===== config.mk =====
export PLATFORM = sky130hd
export DESIGN_NAME = asps_serial
export DESIGN_NICKNAME = d
export VERILOG_FILES = /design/src/asps_pkg.sv /design/src/asps_serial.sv
export VERILOG_INCLUDE_DIRS = /design/src
export SDC_FILE = /design/constraint.sdc
export NUM_CORES = 1
export LEC_CHECK = 0
export ABC_AREA = 1
export BUFFER_PORTS_ARGS = -buffer_cell sky130_fd_sc_hd__buf_4
export CAP_MARGIN = 20
export CORE_MARGIN = 5
export CORE_UTILIZATION = 30
export DETAILED_ROUTE_END_ITERATION = 12
export PLACE_DENSITY = 0.49
export REMOVE_ABC_BUFFERS = 1
export SYNTH_ARGS = -nofsm -noshare
export SYNTH_HDL_FRONTEND = slang
export SYNTH_SLANG_ARGS = --single-unit

===== constraint.sdc =====
create_clock -name clk_i -period 2.1 [get_ports clk_i]
set_input_delay 0.105 -clock clk_i [delete_from_list [all_inputs] [get_ports clk_i]]
set_output_delay 0.105 -clock clk_i [all_outputs]
set_load 0.01 [all_outputs]

===== src/asps_defs.svh =====
`ifndef ASPS_DEFS_SVH
`define ASPS_DEFS_SVH
`define ASPS_OFF_STATUS 8'h00
`define ASPS_OFF_CTRL1 8'h04
`define ASPS_OFF_CTRL2 8'h08
`define ASPS_OFF_DATA 8'h0C
`define ASPS_OFF_RXINFO 8'h10
`define ASPS_STATUS_RST 8'hC0
`define ASPS_CTRL_RST 8'h00
`define ASPS_C1_R8 7
`define ASPS_C1_T8 6
`define ASPS_C1_NINE 4
`define ASPS_C1_PAR_EN 2
`define ASPS_C1_PAR_ODD 1
`define ASPS_C1_PAR_IE 0
`define ASPS_C2_TXE_IE 7
`define ASPS_C2_TXD_IE 6
`define ASPS_C2_RX_IE 5
`define ASPS_C2_LQ_IE 4
`define ASPS_C2_TX_EN 3
`define ASPS_C2_RX_EN 2
`define ASPS_S_EDGE_A 4'h3
`define ASPS_S_EDGE_B 4'h5
`define ASPS_S_EDGE_C 4'h7
`define ASPS_S_VOTE_A 4'h8
`define ASPS_S_VOTE_B 4'h9
`define ASPS_S_VOTE_C 4'hA
`define ASPS_S_END 4'hF
`define ASPS_RX_LAST8 4'h7
`define ASPS_RX_LAST9 4'h8
`define ASPS_TX_LAST8 4'h9
`define ASPS_TX_LAST9 4'hA
`define ASPS_QUIET8 8'hA0
`define ASPS_QUIET9 8'hB0
`endif


===== src/asps_pkg.sv =====
package asps_pkg;
   typedef struct packed {
      logic tx_empty_flag;
      logic transmit_done_flag;
      logic rx_full_flag;
      logic line_quiet_flag;
      logic overrun_flag;
      logic noise_flag;
      logic frame_err_flag;
      logic parity_error_flag;
   } asps_status_s;
   typedef struct packed {
      logic t8;
      logic nine_bit_select;
      logic parity_enable;
      logic parity_odd_select;
      logic parity_irq_enable;
   } asps_ctrl1_s;
   typedef struct packed {
      logic tx_empty_irq_enable;
      logic tx_done_irq_enable;
      logic receive_irq_enable;
      logic line_quiet_irq_enable;
      logic tx_en;
      logic rx_en;
   } asps_ctrl2_s;
   typedef struct packed {
      logic nine;
      logic par_en;
      logic par_odd;
   } asps_fmt_s;
   typedef enum logic [1:0] {
      RX_IDLE = 2'b00,
      RX_START = 2'b01,
      RX_DATA = 2'b10,
      RX_STOP = 2'b11
   } asps_rx_state_e;
   typedef enum logic {
      TX_IDLE = 1'b0,
      TX_SHIFT = 1'b1
   } asps_tx_state_e;
endpackage : asps_pkg


===== src/asps_serial.sv =====
`timescale 1ns/1ps
`include "asps_defs.svh"
module asps_serial (
   input wire logic clk_i,
   input wire logic rst_i,
   input wire logic wb_cyc_i,
   input wire logic wb_stb_i,
   input wire logic wb_we_i,
   input wire logic [7:0] wb_adr_i,
   input wire logic [3:0] wb_sel_i,
   input wire logic [31:0] wb_dat_i,
   output logic [31:0] wb_dat_o,
   output logic wb_ack_o,
   input wire logic baud16_i,
   input wire logic rxd_i,
   output logic txd_o,
   input wire logic halt_i,
   input wire logic global_mask_i,
   output logic irq_o,
   output logic wait_wake_o
);
   import asps_pkg::*;

   asps_status_s st;
   asps_ctrl1_s c1;
   asps_ctrl2_s c2;
   logic [7:0] tdr;
   logic [7:0] rdr;
   logic r8;
   logic addr_mark;
   logic status_seen;
   logic bus_req;
   logic bus_rd;
   logic bus_wr;
   logic data_wr;
   logic clr_rx;
   logic clr_tdone;
   logic [31:0] rd_val;
   logic tick;

   // halt stops the sample strobe, so both engines hold their place
   assign tick = baud16_i & ~halt_i;

   // wishbone classic slave, answers one cycle after the request
   assign bus_req = wb_cyc_i & wb_stb_i & ~wb_ack_o;
   assign bus_rd = bus_req & ~wb_we_i;
   assign bus_wr = bus_req & wb_we_i & wb_sel_i[0];
   assign data_wr = bus_wr & (wb_adr_i == `ASPS_OFF_DATA);
   assign clr_rx = bus_rd & (wb_adr_i == `ASPS_OFF_DATA) & status_seen;
   assign clr_tdone = data_wr & status_seen;

   always_comb begin
      rd_val = 32'h0000_0000;
      case (wb_adr_i)
         `ASPS_OFF_STATUS: rd_val[7:0] = st;
         `ASPS_OFF_CTRL1: begin
            rd_val[`ASPS_C1_R8] = r8;
            rd_val[`ASPS_C1_T8] = c1.t8;
            rd_val[`ASPS_C1_NINE] = c1.nine_bit_select;
            rd_val[`ASPS_C1_PAR_EN] = c1.parity_enable;
            rd_val[`ASPS_C1_PAR_ODD] = c1.parity_odd_select;
            rd_val[`ASPS_C1_PAR_IE] = c1.parity_irq_enable;
         end
         `ASPS_OFF_CTRL2: begin
            rd_val[`ASPS_C2_TXE_IE] = c2.tx_empty_irq_enable;
            rd_val[`ASPS_C2_TXD_IE] = c2.tx_done_irq_enable;
            rd_val[`ASPS_C2_RX_IE] = c2.receive_irq_enable;
            rd_val[`ASPS_C2_LQ_IE] = c2.line_quiet_irq_enable;
            rd_val[`ASPS_C2_TX_EN] = c2.tx_en;
            rd_val[`ASPS_C2_RX_EN] = c2.rx_en;
         end
         `ASPS_OFF_DATA: rd_val[7:0] = rdr;
         `ASPS_OFF_RXINFO: rd_val[0] = addr_mark;
         default: rd_val = 32'h0000_0000;
      endcase
   end

   always_ff @(posedge clk_i) begin
      if (rst_i) begin
         wb_ack_o <= 1'b0;
         wb_dat_o <= 32'h0000_0000;
         status_seen <= 1'b0;
      end else begin
         wb_ack_o <= bus_req;
         if (bus_rd) begin
            wb_dat_o <= rd_val;
         end
         if (bus_rd && wb_adr_i == `ASPS_OFF_STATUS) begin
            status_seen <= 1'b1;
         end else if ((bus_rd || bus_wr) && wb_adr_i == `ASPS_OFF_DATA) begin
            status_seen <= 1'b0;
         end
      end
   end

   always_ff @(posedge clk_i) begin
      if (rst_i) begin
         c1 <= asps_ctrl1_s'(5'h00);
         c2 <= asps_ctrl2_s'(6'h00);
         tdr <= `ASPS_CTRL_RST;
      end else if (bus_wr) begin
         case (wb_adr_i)
            `ASPS_OFF_CTRL1: begin
               c1.t8 <= wb_dat_i[`ASPS_C1_T8];
               c1.nine_bit_select <= wb_dat_i[`ASPS_C1_NINE];
               c1.parity_enable <= wb_dat_i[`ASPS_C1_PAR_EN];
               c1.parity_odd_select <= wb_dat_i[`ASPS_C1_PAR_ODD];
               c1.parity_irq_enable <= wb_dat_i[`ASPS_C1_PAR_IE];
            end
            `ASPS_OFF_CTRL2: begin
               c2.tx_empty_irq_enable <= wb_dat_i[`ASPS_C2_TXE_IE];
               c2.tx_done_irq_enable <= wb_dat_i[`ASPS_C2_TXD_IE];
               c2.receive_irq_enable <= wb_dat_i[`ASPS_C2_RX_IE];
               c2.line_quiet_irq_enable <= wb_dat_i[`ASPS_C2_LQ_IE];
               c2.tx_en <= wb_dat_i[`ASPS_C2_TX_EN];
               c2.rx_en <= wb_dat_i[`ASPS_C2_RX_EN];
            end
            `ASPS_OFF_DATA: tdr <= wb_dat_i[7:0];
            default: ;
         endcase
      end
   end

   // transmitter
   asps_tx_state_e tx_state;
   asps_fmt_s tx_fmt;
   logic [3:0] tx_cnt;
   logic [3:0] tx_idx;
   logic [10:0] tx_shift;
   logic [8:0] tx_word;
   logic [10:0] tx_frame;
   logic tx_load;
   logic tx_fin;
   logic [3:0] tx_last;

   always_comb begin
      tx_word = {c1.t8, tdr};
      if (c1.parity_enable) begin
         if (c1.nine_bit_select) begin
            tx_word[8] = ^tdr[7:0] ^ c1.parity_odd_select;
         end else begin
            tx_word[7] = ^tdr[6:0] ^ c1.parity_odd_select;
         end
      end
   end
   // written msb slot is overwritten by parity above
   assign tx_frame = c1.nine_bit_select ? {1'b1, tx_word, 1'b0}
                                        : {2'b11, tx_word[7:0], 1'b0};
   assign tx_last = tx_fmt.nine ? `ASPS_TX_LAST9 : `ASPS_TX_LAST8;
   assign tx_load = (tx_state == TX_IDLE) & c2.tx_en & ~st.tx_empty_flag
                    & ~halt_i;
   assign tx_fin = tick & (tx_state == TX_SHIFT) & (tx_cnt == `ASPS_S_END)
                   & (tx_idx == tx_last);

   always_ff @(posedge clk_i) begin
      if (rst_i) begin
         tx_state <= TX_IDLE;
         tx_fmt <= asps_fmt_s'(3'h0);
         tx_cnt <= 4'h0;
         tx_idx <= 4'h0;
         tx_shift <= 11'h7FF;
         txd_o <= 1'b1;
      end else if (!c2.tx_en) begin
         tx_state <= TX_IDLE;
         txd_o <= 1'b1;
      end else begin
         case (tx_state)
            TX_IDLE: begin
               txd_o <= 1'b1;
               if (tx_load) begin
                  // format is frozen per frame
                  tx_fmt <= '{c1.nine_bit_select, c1.parity_enable,
                              c1.parity_odd_select};
                  tx_shift <= tx_frame;
                  tx_cnt <= 4'h0;
                  tx_idx <= 4'h0;
                  tx_state <= TX_SHIFT;
               end
            end
            TX_SHIFT: begin
               txd_o <= tx_shift[0];
               if (tick) begin
                  tx_cnt <= tx_cnt + 4'h1;
                  if (tx_cnt == `ASPS_S_END) begin
                     tx_shift <= {1'b1, tx_shift[10:1]};
                     tx_idx <= tx_idx + 4'h1;
                     if (tx_idx == tx_last) begin
                        tx_state <= TX_IDLE;
                     end
                  end
               end
            end
            default: tx_state <= TX_IDLE;
         endcase
      end
   end

   // receiver
   asps_rx_state_e rx_state;
   asps_fmt_s rx_fmt;
   logic [3:0] rx_cnt;
   logic [3:0] rx_idx;
   logic [2:0] rx_hist;
   logic v8;
   logic v9;
   logic [8:0] rx_word;
   logic noise_pend;
   logic maj;
   logic split;
   logic rx_fin;
   logic [8:0] rx_data9;
   logic rx_par_bad;
   logic rx_msb;
   logic [3:0] rx_last;

   assign maj = (v8 & v9) | (v8 & rxd_i) | (v9 & rxd_i);
   assign split = ~((v8 == v9) & (v9 == rxd_i));
   assign rx_last = rx_fmt.nine ? `ASPS_RX_LAST9 : `ASPS_RX_LAST8;
   assign rx_fin = tick & c2.rx_en & (rx_state == RX_STOP)
                   & (rx_cnt == `ASPS_S_VOTE_C);
   assign rx_data9 = rx_fmt.nine ? rx_word : {1'b0, rx_word[8:1]};
   assign rx_par_bad = rx_fmt.par_en & ((rx_fmt.nine ? ^rx_word
                       : ^rx_word[8:1]) != rx_fmt.par_odd);
   // the parity slot sits at word[8] when enabled, so skip it
   assign rx_msb = rx_fmt.par_en ? rx_word[7] : rx_word[8];

   always_ff @(posedge clk_i) begin
      if (rst_i) begin
         rx_state <= RX_IDLE;
         rx_fmt <= asps_fmt_s'(3'h0);
         rx_cnt <= 4'h0;
         rx_idx <= 4'h0;
         rx_hist <= 3'h0;
         v8 <= 1'b0;
         v9 <= 1'b0;
         rx_word <= 9'h000;
         noise_pend <= 1'b0;
      end else if (!c2.rx_en) begin
         rx_state <= RX_IDLE;
         rx_hist <= 3'h0;
         noise_pend <= 1'b0;
      end else if (tick) begin
         if (rx_cnt == `ASPS_S_VOTE_A) begin
            v8 <= rxd_i;
         end
         if (rx_cnt == `ASPS_S_VOTE_B) begin
            v9 <= rxd_i;
         end
         case (rx_state)
            RX_IDLE: begin
               rx_hist <= {rx_hist[1:0], rxd_i};
               if (!rxd_i) begin
                  rx_state <= RX_START;
                  // the edge tick is sample zero, the next one sample one
                  rx_cnt <= 4'h1;
                  rx_fmt <= '{c1.nine_bit_select, c1.parity_enable,
                              c1.parity_odd_select};
                  if (rx_hist != 3'h7) begin
                     noise_pend <= 1'b1;
                  end
               end
            end
            RX_START: begin
               rx_cnt <= rx_cnt + 4'h1;
               if (rxd_i && (rx_cnt == `ASPS_S_EDGE_A
                   || rx_cnt == `ASPS_S_EDGE_B
                   || rx_cnt == `ASPS_S_EDGE_C)) begin
                  noise_pend <= 1'b1;
               end
               if (rxd_i && rx_cnt >= `ASPS_S_VOTE_A
                   && rx_cnt <= `ASPS_S_VOTE_C) begin
                  noise_pend <= 1'b1;
               end
               if (rx_cnt == `ASPS_S_VOTE_C) begin
                  if (maj) begin
                     // false start: dropped, noise kept for next frame
                     rx_state <= RX_IDLE;
                     rx_hist <= 3'h0;
                     noise_pend <= 1'b1;
                  end
               end
               if (rx_cnt == `ASPS_S_END) begin
                  rx_state <= RX_DATA;
                  rx_idx <= 4'h0;
               end
            end
            RX_DATA: begin
               rx_cnt <= rx_cnt + 4'h1;
               if (rx_cnt == `ASPS_S_VOTE_C) begin
                  rx_word <= {maj, rx_word[8:1]};
                  if (split) begin
                     noise_pend <= 1'b1;
                  end
               end
               if (rx_cnt == `ASPS_S_END) begin
                  rx_idx <= rx_idx + 4'h1;
                  if (rx_idx == rx_last) begin
                     rx_state <= RX_STOP;
                  end
               end
            end
            RX_STOP: begin
               rx_cnt <= rx_cnt + 4'h1;
               // finish at mid stop bit so the next edge is not missed
               if (rx_cnt == `ASPS_S_VOTE_C) begin
                  rx_state <= RX_IDLE;
                  rx_hist <= 3'h0;
                  noise_pend <= 1'b0;
               end
            end
            default: rx_state <= RX_IDLE;
         endcase
      end
   end

   always_ff @(posedge clk_i) begin
      if (rst_i) begin
         rdr <= 8'h00;
         r8 <= 1'b0;
         addr_mark <= 1'b0;
      end else if (rx_fin && !st.rx_full_flag) begin
         rdr <= rx_data9[7:0];
         r8 <= rx_data9[8];
         addr_mark <= rx_msb;
      end
   end

   // line quiet: one frame time of idle high, re-armed by a reception
   logic [7:0] quiet_cnt;
   logic quiet_armed;
   logic quiet_hit;
   logic [7:0] quiet_len;

   assign quiet_len = c1.nine_bit_select ? `ASPS_QUIET9 : `ASPS_QUIET8;
   assign quiet_hit = quiet_armed & (quiet_cnt == quiet_len);

   always_ff @(posedge clk_i) begin
      if (rst_i || !c2.rx_en) begin
         quiet_cnt <= 8'h00;
         quiet_armed <= 1'b0;
      end else begin
         if (rx_fin && !st.rx_full_flag) begin
            quiet_armed <= 1'b1;
         end else if (quiet_hit) begin
            quiet_armed <= 1'b0;
         end
         if (tick) begin
            if (rx_state != RX_IDLE || !rxd_i) begin
               quiet_cnt <= 8'h00;
            end else if (quiet_cnt != quiet_len) begin
               quiet_cnt <= quiet_cnt + 8'h01;
            end
         end
      end
   end

   // flags: a set in the same cycle as a clear wins, except a frame ending as rx_full_flag is cleared sets only overrun_flag
   always_ff @(posedge clk_i) begin
      if (rst_i) begin
         st <= asps_status_s'(`ASPS_STATUS_RST);
      end else begin
         st.tx_empty_flag <= (st.tx_empty_flag & ~data_wr) | tx_load;
         st.transmit_done_flag <= (st.transmit_done_flag & ~clr_tdone)
                                  | tx_fin;
         st.rx_full_flag <= (st.rx_full_flag & ~clr_rx)
                            | (rx_fin & ~st.rx_full_flag);
         st.overrun_flag <= (st.overrun_flag & ~clr_rx)
                            | (rx_fin & st.rx_full_flag);
         st.noise_flag <= (st.noise_flag & ~clr_rx)
                          | (rx_fin & ~st.rx_full_flag & (noise_pend | split));
         st.frame_err_flag <= (st.frame_err_flag & ~clr_rx)
                              | (rx_fin & ~st.rx_full_flag & ~maj);
         st.parity_error_flag <= (st.parity_error_flag & ~clr_rx)
                                 | (rx_fin & ~st.rx_full_flag & rx_par_bad);
         st.line_quiet_flag <= (st.line_quiet_flag & ~clr_rx) | quiet_hit;
      end
   end

   logic irq_ev;
   // noise and framing flags are left out on purpose
   assign irq_ev = (st.tx_empty_flag & c2.tx_empty_irq_enable)
      | (st.transmit_done_flag & c2.tx_done_irq_enable)
      | ((st.rx_full_flag | st.overrun_flag)
         & c2.receive_irq_enable)
      | (st.line_quiet_flag & c2.line_quiet_irq_enable)
      | (st.parity_error_flag & c1.parity_irq_enable);

   always_ff @(posedge clk_i) begin
      if (rst_i) begin
         irq_o <= 1'b0;
         wait_wake_o <= 1'b0;
      end else begin
         irq_o <= irq_ev & ~global_mask_i;
         wait_wake_o <= irq_ev & ~global_mask_i & ~halt_i;
      end
   end
endmodule : asps_serial


### Yosys cells after proc, flatten, opt, wreduce, memory -nomap -nowiden

Cells that the tools add are included.

* $lt $le $gt $ge: 2
* bitwise operators: 78
* equal/unequal tests: 38
* muxes and demuxes: 66
* div/mod/pow operators: 0
* add/subtract/negate cells: 5
* multiply operators: 0
* reductions and logical operators: 45
* shifts and indexed selects: 0

Operators with widths (number)
* $and A1 B1 Y1: 45
* $mux W11: 3
* $mux W4: 8
* $pmux W4 S2: 4
* $ne A2 B2 Y1 const B: 11
* $pmux W11 S2: 1
* $mux W1: 21
* $eq A4 B4 Y1 const B: 5
* $mux W2: 9
* $add A4 B1 Y4 const B: 4
* $eq A8 B4 Y1 const B: 2
* $mux W8: 2
* $or A1 B1 Y1: 16
* $pmux W1 S4: 4
* $pmux W2 S4: 2
* $reduce_xor A8 Y1: 2
* $not A1 Y1: 15
* $reduce_and A3 Y1: 5
* $reduce_and A4 Y1: 3
* $mux W10: 1
* $reduce_and A5 Y1: 2
* $reduce_bool A2 Y1: 5
* $mux W3: 3
* $mux W9: 1
* other kinds (34): 60

* word-level logic and storage cells: 281
* ROM bits: 0
* latch bits: 0
* register bits: 108
* memories kept: 0
* memory bits (writable): 0
* bits of input ports: 53
* output and inout bits: 36

### Logic depth before layout (Yosys ltp)

* depth in word-level cells: 9
* gate-level depth with buffers: 14

### Least setup slack after synthesis

OpenSTA, ideal clock, no wires.

* path kind: register to register
* from: reg tx_state
* to: reg tx_shift[9]
* clock period less this slack: 1443 ps
* path slack: 657 ps
* library setup time: 123 ps
* arrival time: 1321 ps
* cell stages (with the launch flop): 11
* cells stage by stage: dfxtp_1 > buf_4 > inv_1 > buf_2 > o21ai_1 > nand3_1 > buf_2 > nor4_1 > o21ai_1 > nand2_1 > nand2_1

* word-level cells in the longest chain between the ends: 6

RTL lines
* start: declaration: RTL line asps_serial.sv:125 `asps_tx_state_e tx_state;`
* start signal: assignment: RTL line asps_serial.sv:157 `tx_state <= TX_IDLE;`
* start signal: assignment: RTL line asps_serial.sv:164 `tx_state <= TX_IDLE;`
* start signal: assignment: RTL line asps_serial.sv:177 `tx_state <= TX_SHIFT;`
* $not A1 Y1 (no line)
* $and A1 B1 Y1 (2 in series): RTL line asps_serial.sv:150 `assign tx_load = (tx_state == TX_IDLE) & c2.tx_en & ~st.tx_empty_flag`
* $and A1 B1 Y1: RTL line asps_serial.sv:151 `& ~halt_i;`
* $ne A2 B2 Y1 (no line)
* $reduce_and A4 Y1 (no line)
* end signal: assignment: RTL line asps_serial.sv:174 `tx_shift <= tx_frame;`
* end signal: assignment: RTL line asps_serial.sv:185 `tx_shift <= {1'b1, tx_shift[10:1]};`
* end: declaration: RTL line asps_serial.sv:129 `logic [10:0] tx_shift;`

Several ways; a longest one is shown, not always the timed one.
A chain may end at the register's enable or synchronous reset.

### Final worst setup path

* from: in halt_i
* to: reg rdr[2]

* word-level cells in the longest chain between the ends: 6

RTL lines
* start: declaration: RTL line asps_serial.sv:17 `input wire logic halt_i,`
* $not A1 Y1: RTL line asps_serial.sv:42 `assign tick = baud16_i & ~halt_i;`
* $and A1 B1 Y1: RTL line asps_serial.sv:42
* $and A1 B1 Y1 (3 in series): RTL line asps_serial.sv:219 `assign rx_fin = tick & c2.rx_en & (rx_state == RX_STOP)`
* $logic_and A1 B1 Y1: RTL line asps_serial.sv:321 `end else if (rx_fin && !st.rx_full_flag) begin`
* end signal: assignment: RTL line asps_serial.sv:322 `rdr <= rx_data9[7:0];`
* end: declaration: RTL line asps_serial.sv:28 `logic [7:0] rdr;`

No other way between the ends.

==> impl_metrics.tcl <==
set metrics [dict create \
    post-synth-top-area-cell "dfxtp_1" \
    r2r_end "rdr[2]" \
    initial_core_util_pct 30.2 \
    cts.sinks 107 \
    holdWs_ns 0.0172 \
    drc 0 \
    design_area_sq_um 6380 \
    switchingPower_mw 0.909 \
    utilization_pct 34.4 \
    r2r-start "c2[0]" \
    gp_congestion 0.790 \
    tritoncts "done" \
    antennaDiodeCount 0 \
    rsz0062_at_grt "false" \
    ys_warn_count 0 \
    min_from "wb_dat_i[1]" \
    synth_area_leaders "dfxtp_1 38%, nand2_1 13%, a21oi_1 6.3%" \
    critPathCaptureType "flop" \
    hold_class "input port to flop" \
    r2r_setup_slack_ns 0.33 \
    numCtsBuffers 9 \
    peakVddDrop_mv 0.287 \
    cp-startpoint "halt_i" \
    drtPass1Iterations 4 \
    die-area_sq_um 21500 \
    total_power_mw 3.92 \
    outcome "completed" \
    worst-setup-path-type "input port to flop" \
    clkPwrFrac_pct 43.9 \
    antenna_found_initial 0 \
    areaGrowthSynthToFinish_pct 14.0 \
    hold_violations 0 \
    async_reset_ff_share_pct 0 \
    insertion_delay_ns 0.35 \
    post_cts_buffers 0 \
    syn_inst 794 \
    path_clk_slew_ns 0.07 \
    wl_per_cell_um 13.2 \
    critical_path_arrival_ns 2.19 \
    synthFlopType "dfxtp_1" \
    seq_area_frac_synth_pct 38.3 \
    drtIter0Drc 303 \
    path_max_fanout 20 \
    whs_path_depth 3 \
    rows 50 \
    leakagePower_nw 2.65 \
    layout-drive-gt1-share_pct 11.8 \
    syn_area_sq_um 5600 \
    ios 89 \
    min_to "c1[1]" \
    dp_hpwl_um 10700 \
    placed_area_sq_um 6050 \
    drv_cap 0 \
    finalMaxSlewViolations 0 \
    route.vias.total 4971 \
    grt_pass1_vias 4702 \
    post_cts_resized 0 \
    fin_crit_ns 1.94 \
    netlist-cell-type-count 45 \
    cts-hold-fix-buffers 3 \
    nets 897 \
    cp.required_ns 2.35 \
    wl_um 14200 \
    p_sw_share_pct 23.2 \
    setup_viol 0 \
    htreeDepth 3 \
    fmax_ghz 0.514 \
    fin_setup_tns_ns 0 \
    grt_max_degree 38 \
    clock_skew_ns 0.00590 \
    die_h_um 147 \
    io_buffers 37 \
    seq_power_share_pct 51.8 \
    dieWidth_um 147 \
    syn_area_per_cell_sq_um 7.05 \
    crit_path_start_kind "input port" \
    track_usage_pct 13.6 \
    synth-edff-count 0 \
    overflow 0 \
    coreArea_sq_um 18500 \
    root_buffer "clkbuf_16" \
    yosysTopAreaCellShare_pct 38.3 \
    vias_per_cell 4.63 \
    rr_worst_depth 8 \
    internal-power_mw 3.01 \
    ys_ff_latch 107 \
    clockBufferDepth 2 \
    grt_pass1_wl_um 23900 \
    ant_nets 0 \
    timing.final.crit_share_pct 92.6 \
    combPwrFrac_pct 4.3 \
    cellPowerDensity_nw_per_um2 614 \
]
## power groups by stage
stage	registers, mW	logic [mW]	clock network [mW]
6_report	2.03	0.168	1.72
4_1_cts	2.03	0.169	1.78
5_1_grt	2.03	0.186	1.87
3_3_place_gp	2.08	0.165	0
3_5_place_dp	2.08	0.164	0
2_1_floorplan	2.08	0.0744	0
## per-stage QoR
stage / setup WS [ns] / cells
floorplan: 0.0928 / 768
global placement: 0.319 / 1054
detailed placement: 0.331 / 1054
CTS: 0.136 / 1073
global route: 0.0490 / 1073
finish: 0.155 / 1073
## synth_stat cells, types with 2 or more instances
library cell / count
buf_6: 2
a22oi_1: 2
nor4_1: 2
ha_1: 10
xor2_1: 7
nor3_4: 2
a211oi_1: 4
o21ai_0: 56
buf_2: 6
clkbuf_1: 12
nand2_4: 2
o21ai_1: 3
o211ai_1: 8
nand2_2: 4
nand3_2: 3
nor3_2: 2
xnor2_1: 9
a21oi_1: 71
buf_4: 28
inv_1: 76
nand4_1: 10
a31oi_1: 2
inv_2: 7
nor2_1: 81
nor2_4: 5
o211a_1: 8
o311ai_0: 7
nand3_1: 42
o22ai_1: 2
nor3_1: 12
nand2_1: 189
dfxtp_1: 107
## cells by family after synthesis
logic type                 count (synthesis)  synth area share (%)
DFF                                      107                  38.3
other                                      1                0.0670
AOI/OAI and AO/OA                        168                  17.3
xor gates and xnor gates                  16                  2.50
and+or+nand+nor                          358                  28.3
buffers and inverters                    134                  11.3
adders and majority gates                 10                  2.24
## how the worst max path moves through the flow
stage                     end  depth (start not counted)
floorplan           tx_idx[3]                          7
global placement       rdr[2]                          8
detailed placement     rdr[2]                          8
CTS                    rdr[2]                         11
global route           rdr[1]                         11
finish                 rdr[2]                         11
## registers in the layout (all words and copies together) (netlist names), 5 cells and up, named ones only
name / flops
tx_shift: 10
rx_word: 9
quiet_cnt: 8
rdr: 8
st: 8
tdr: 8
wb_dat_o: 8
c2: 6
c1: 5
## layout by cell type (no fill, tap or decap), drive strengths merged, types with 16 or more instances in the layout
cell / Yosys / layout
nor2: 87 / 87
a21oi: 71 / 71
conb: 1 / 24
nor3: 16 / 16
o21ai: 59 / 59
nand3: 45 / 45
buf: 36 / 52
inv: 83 / 83
nand2: 195 / 195
dfxtp: 107 / 107
## per-layer routing
layer / GRT usage [%] / wire, um
met5: 0 / 0
met4: 5.08 / 230
met3: 1.96 / 275
met2: 22.0 / 6620
met1: 18.4 / 7040
## critical path, cell delays in order
cell,delay [ns]
dlygate4sd3_1,0.54
buf_4,0.14
inv_1,0.10
nand2_4,0.11
nor2_4,0.14
inv_1,0.10
nor2_1,0.23
nand3_2,0.12
inv_2,0.28
o211ai_1,0.17
o211a_1,0.14
## layout make-up
| type | instances | area (sq um) |
|---|---|---|
| Tap cell | 234 | 293 |
| Multi-Input combinational cell | 576 | 2910 |
| Fill cell | 2015 | 12100 |
| Timing Repair Buffer | 55 | 420 |
| Clock inverter | 7 | 68.8 |
| Sequential cell | 107 | 2140 |
| Inverter | 85 | 320 |
| Clock buffer | 9 | 225 |
Note: power is estimated with default switching activity, not from simulation.
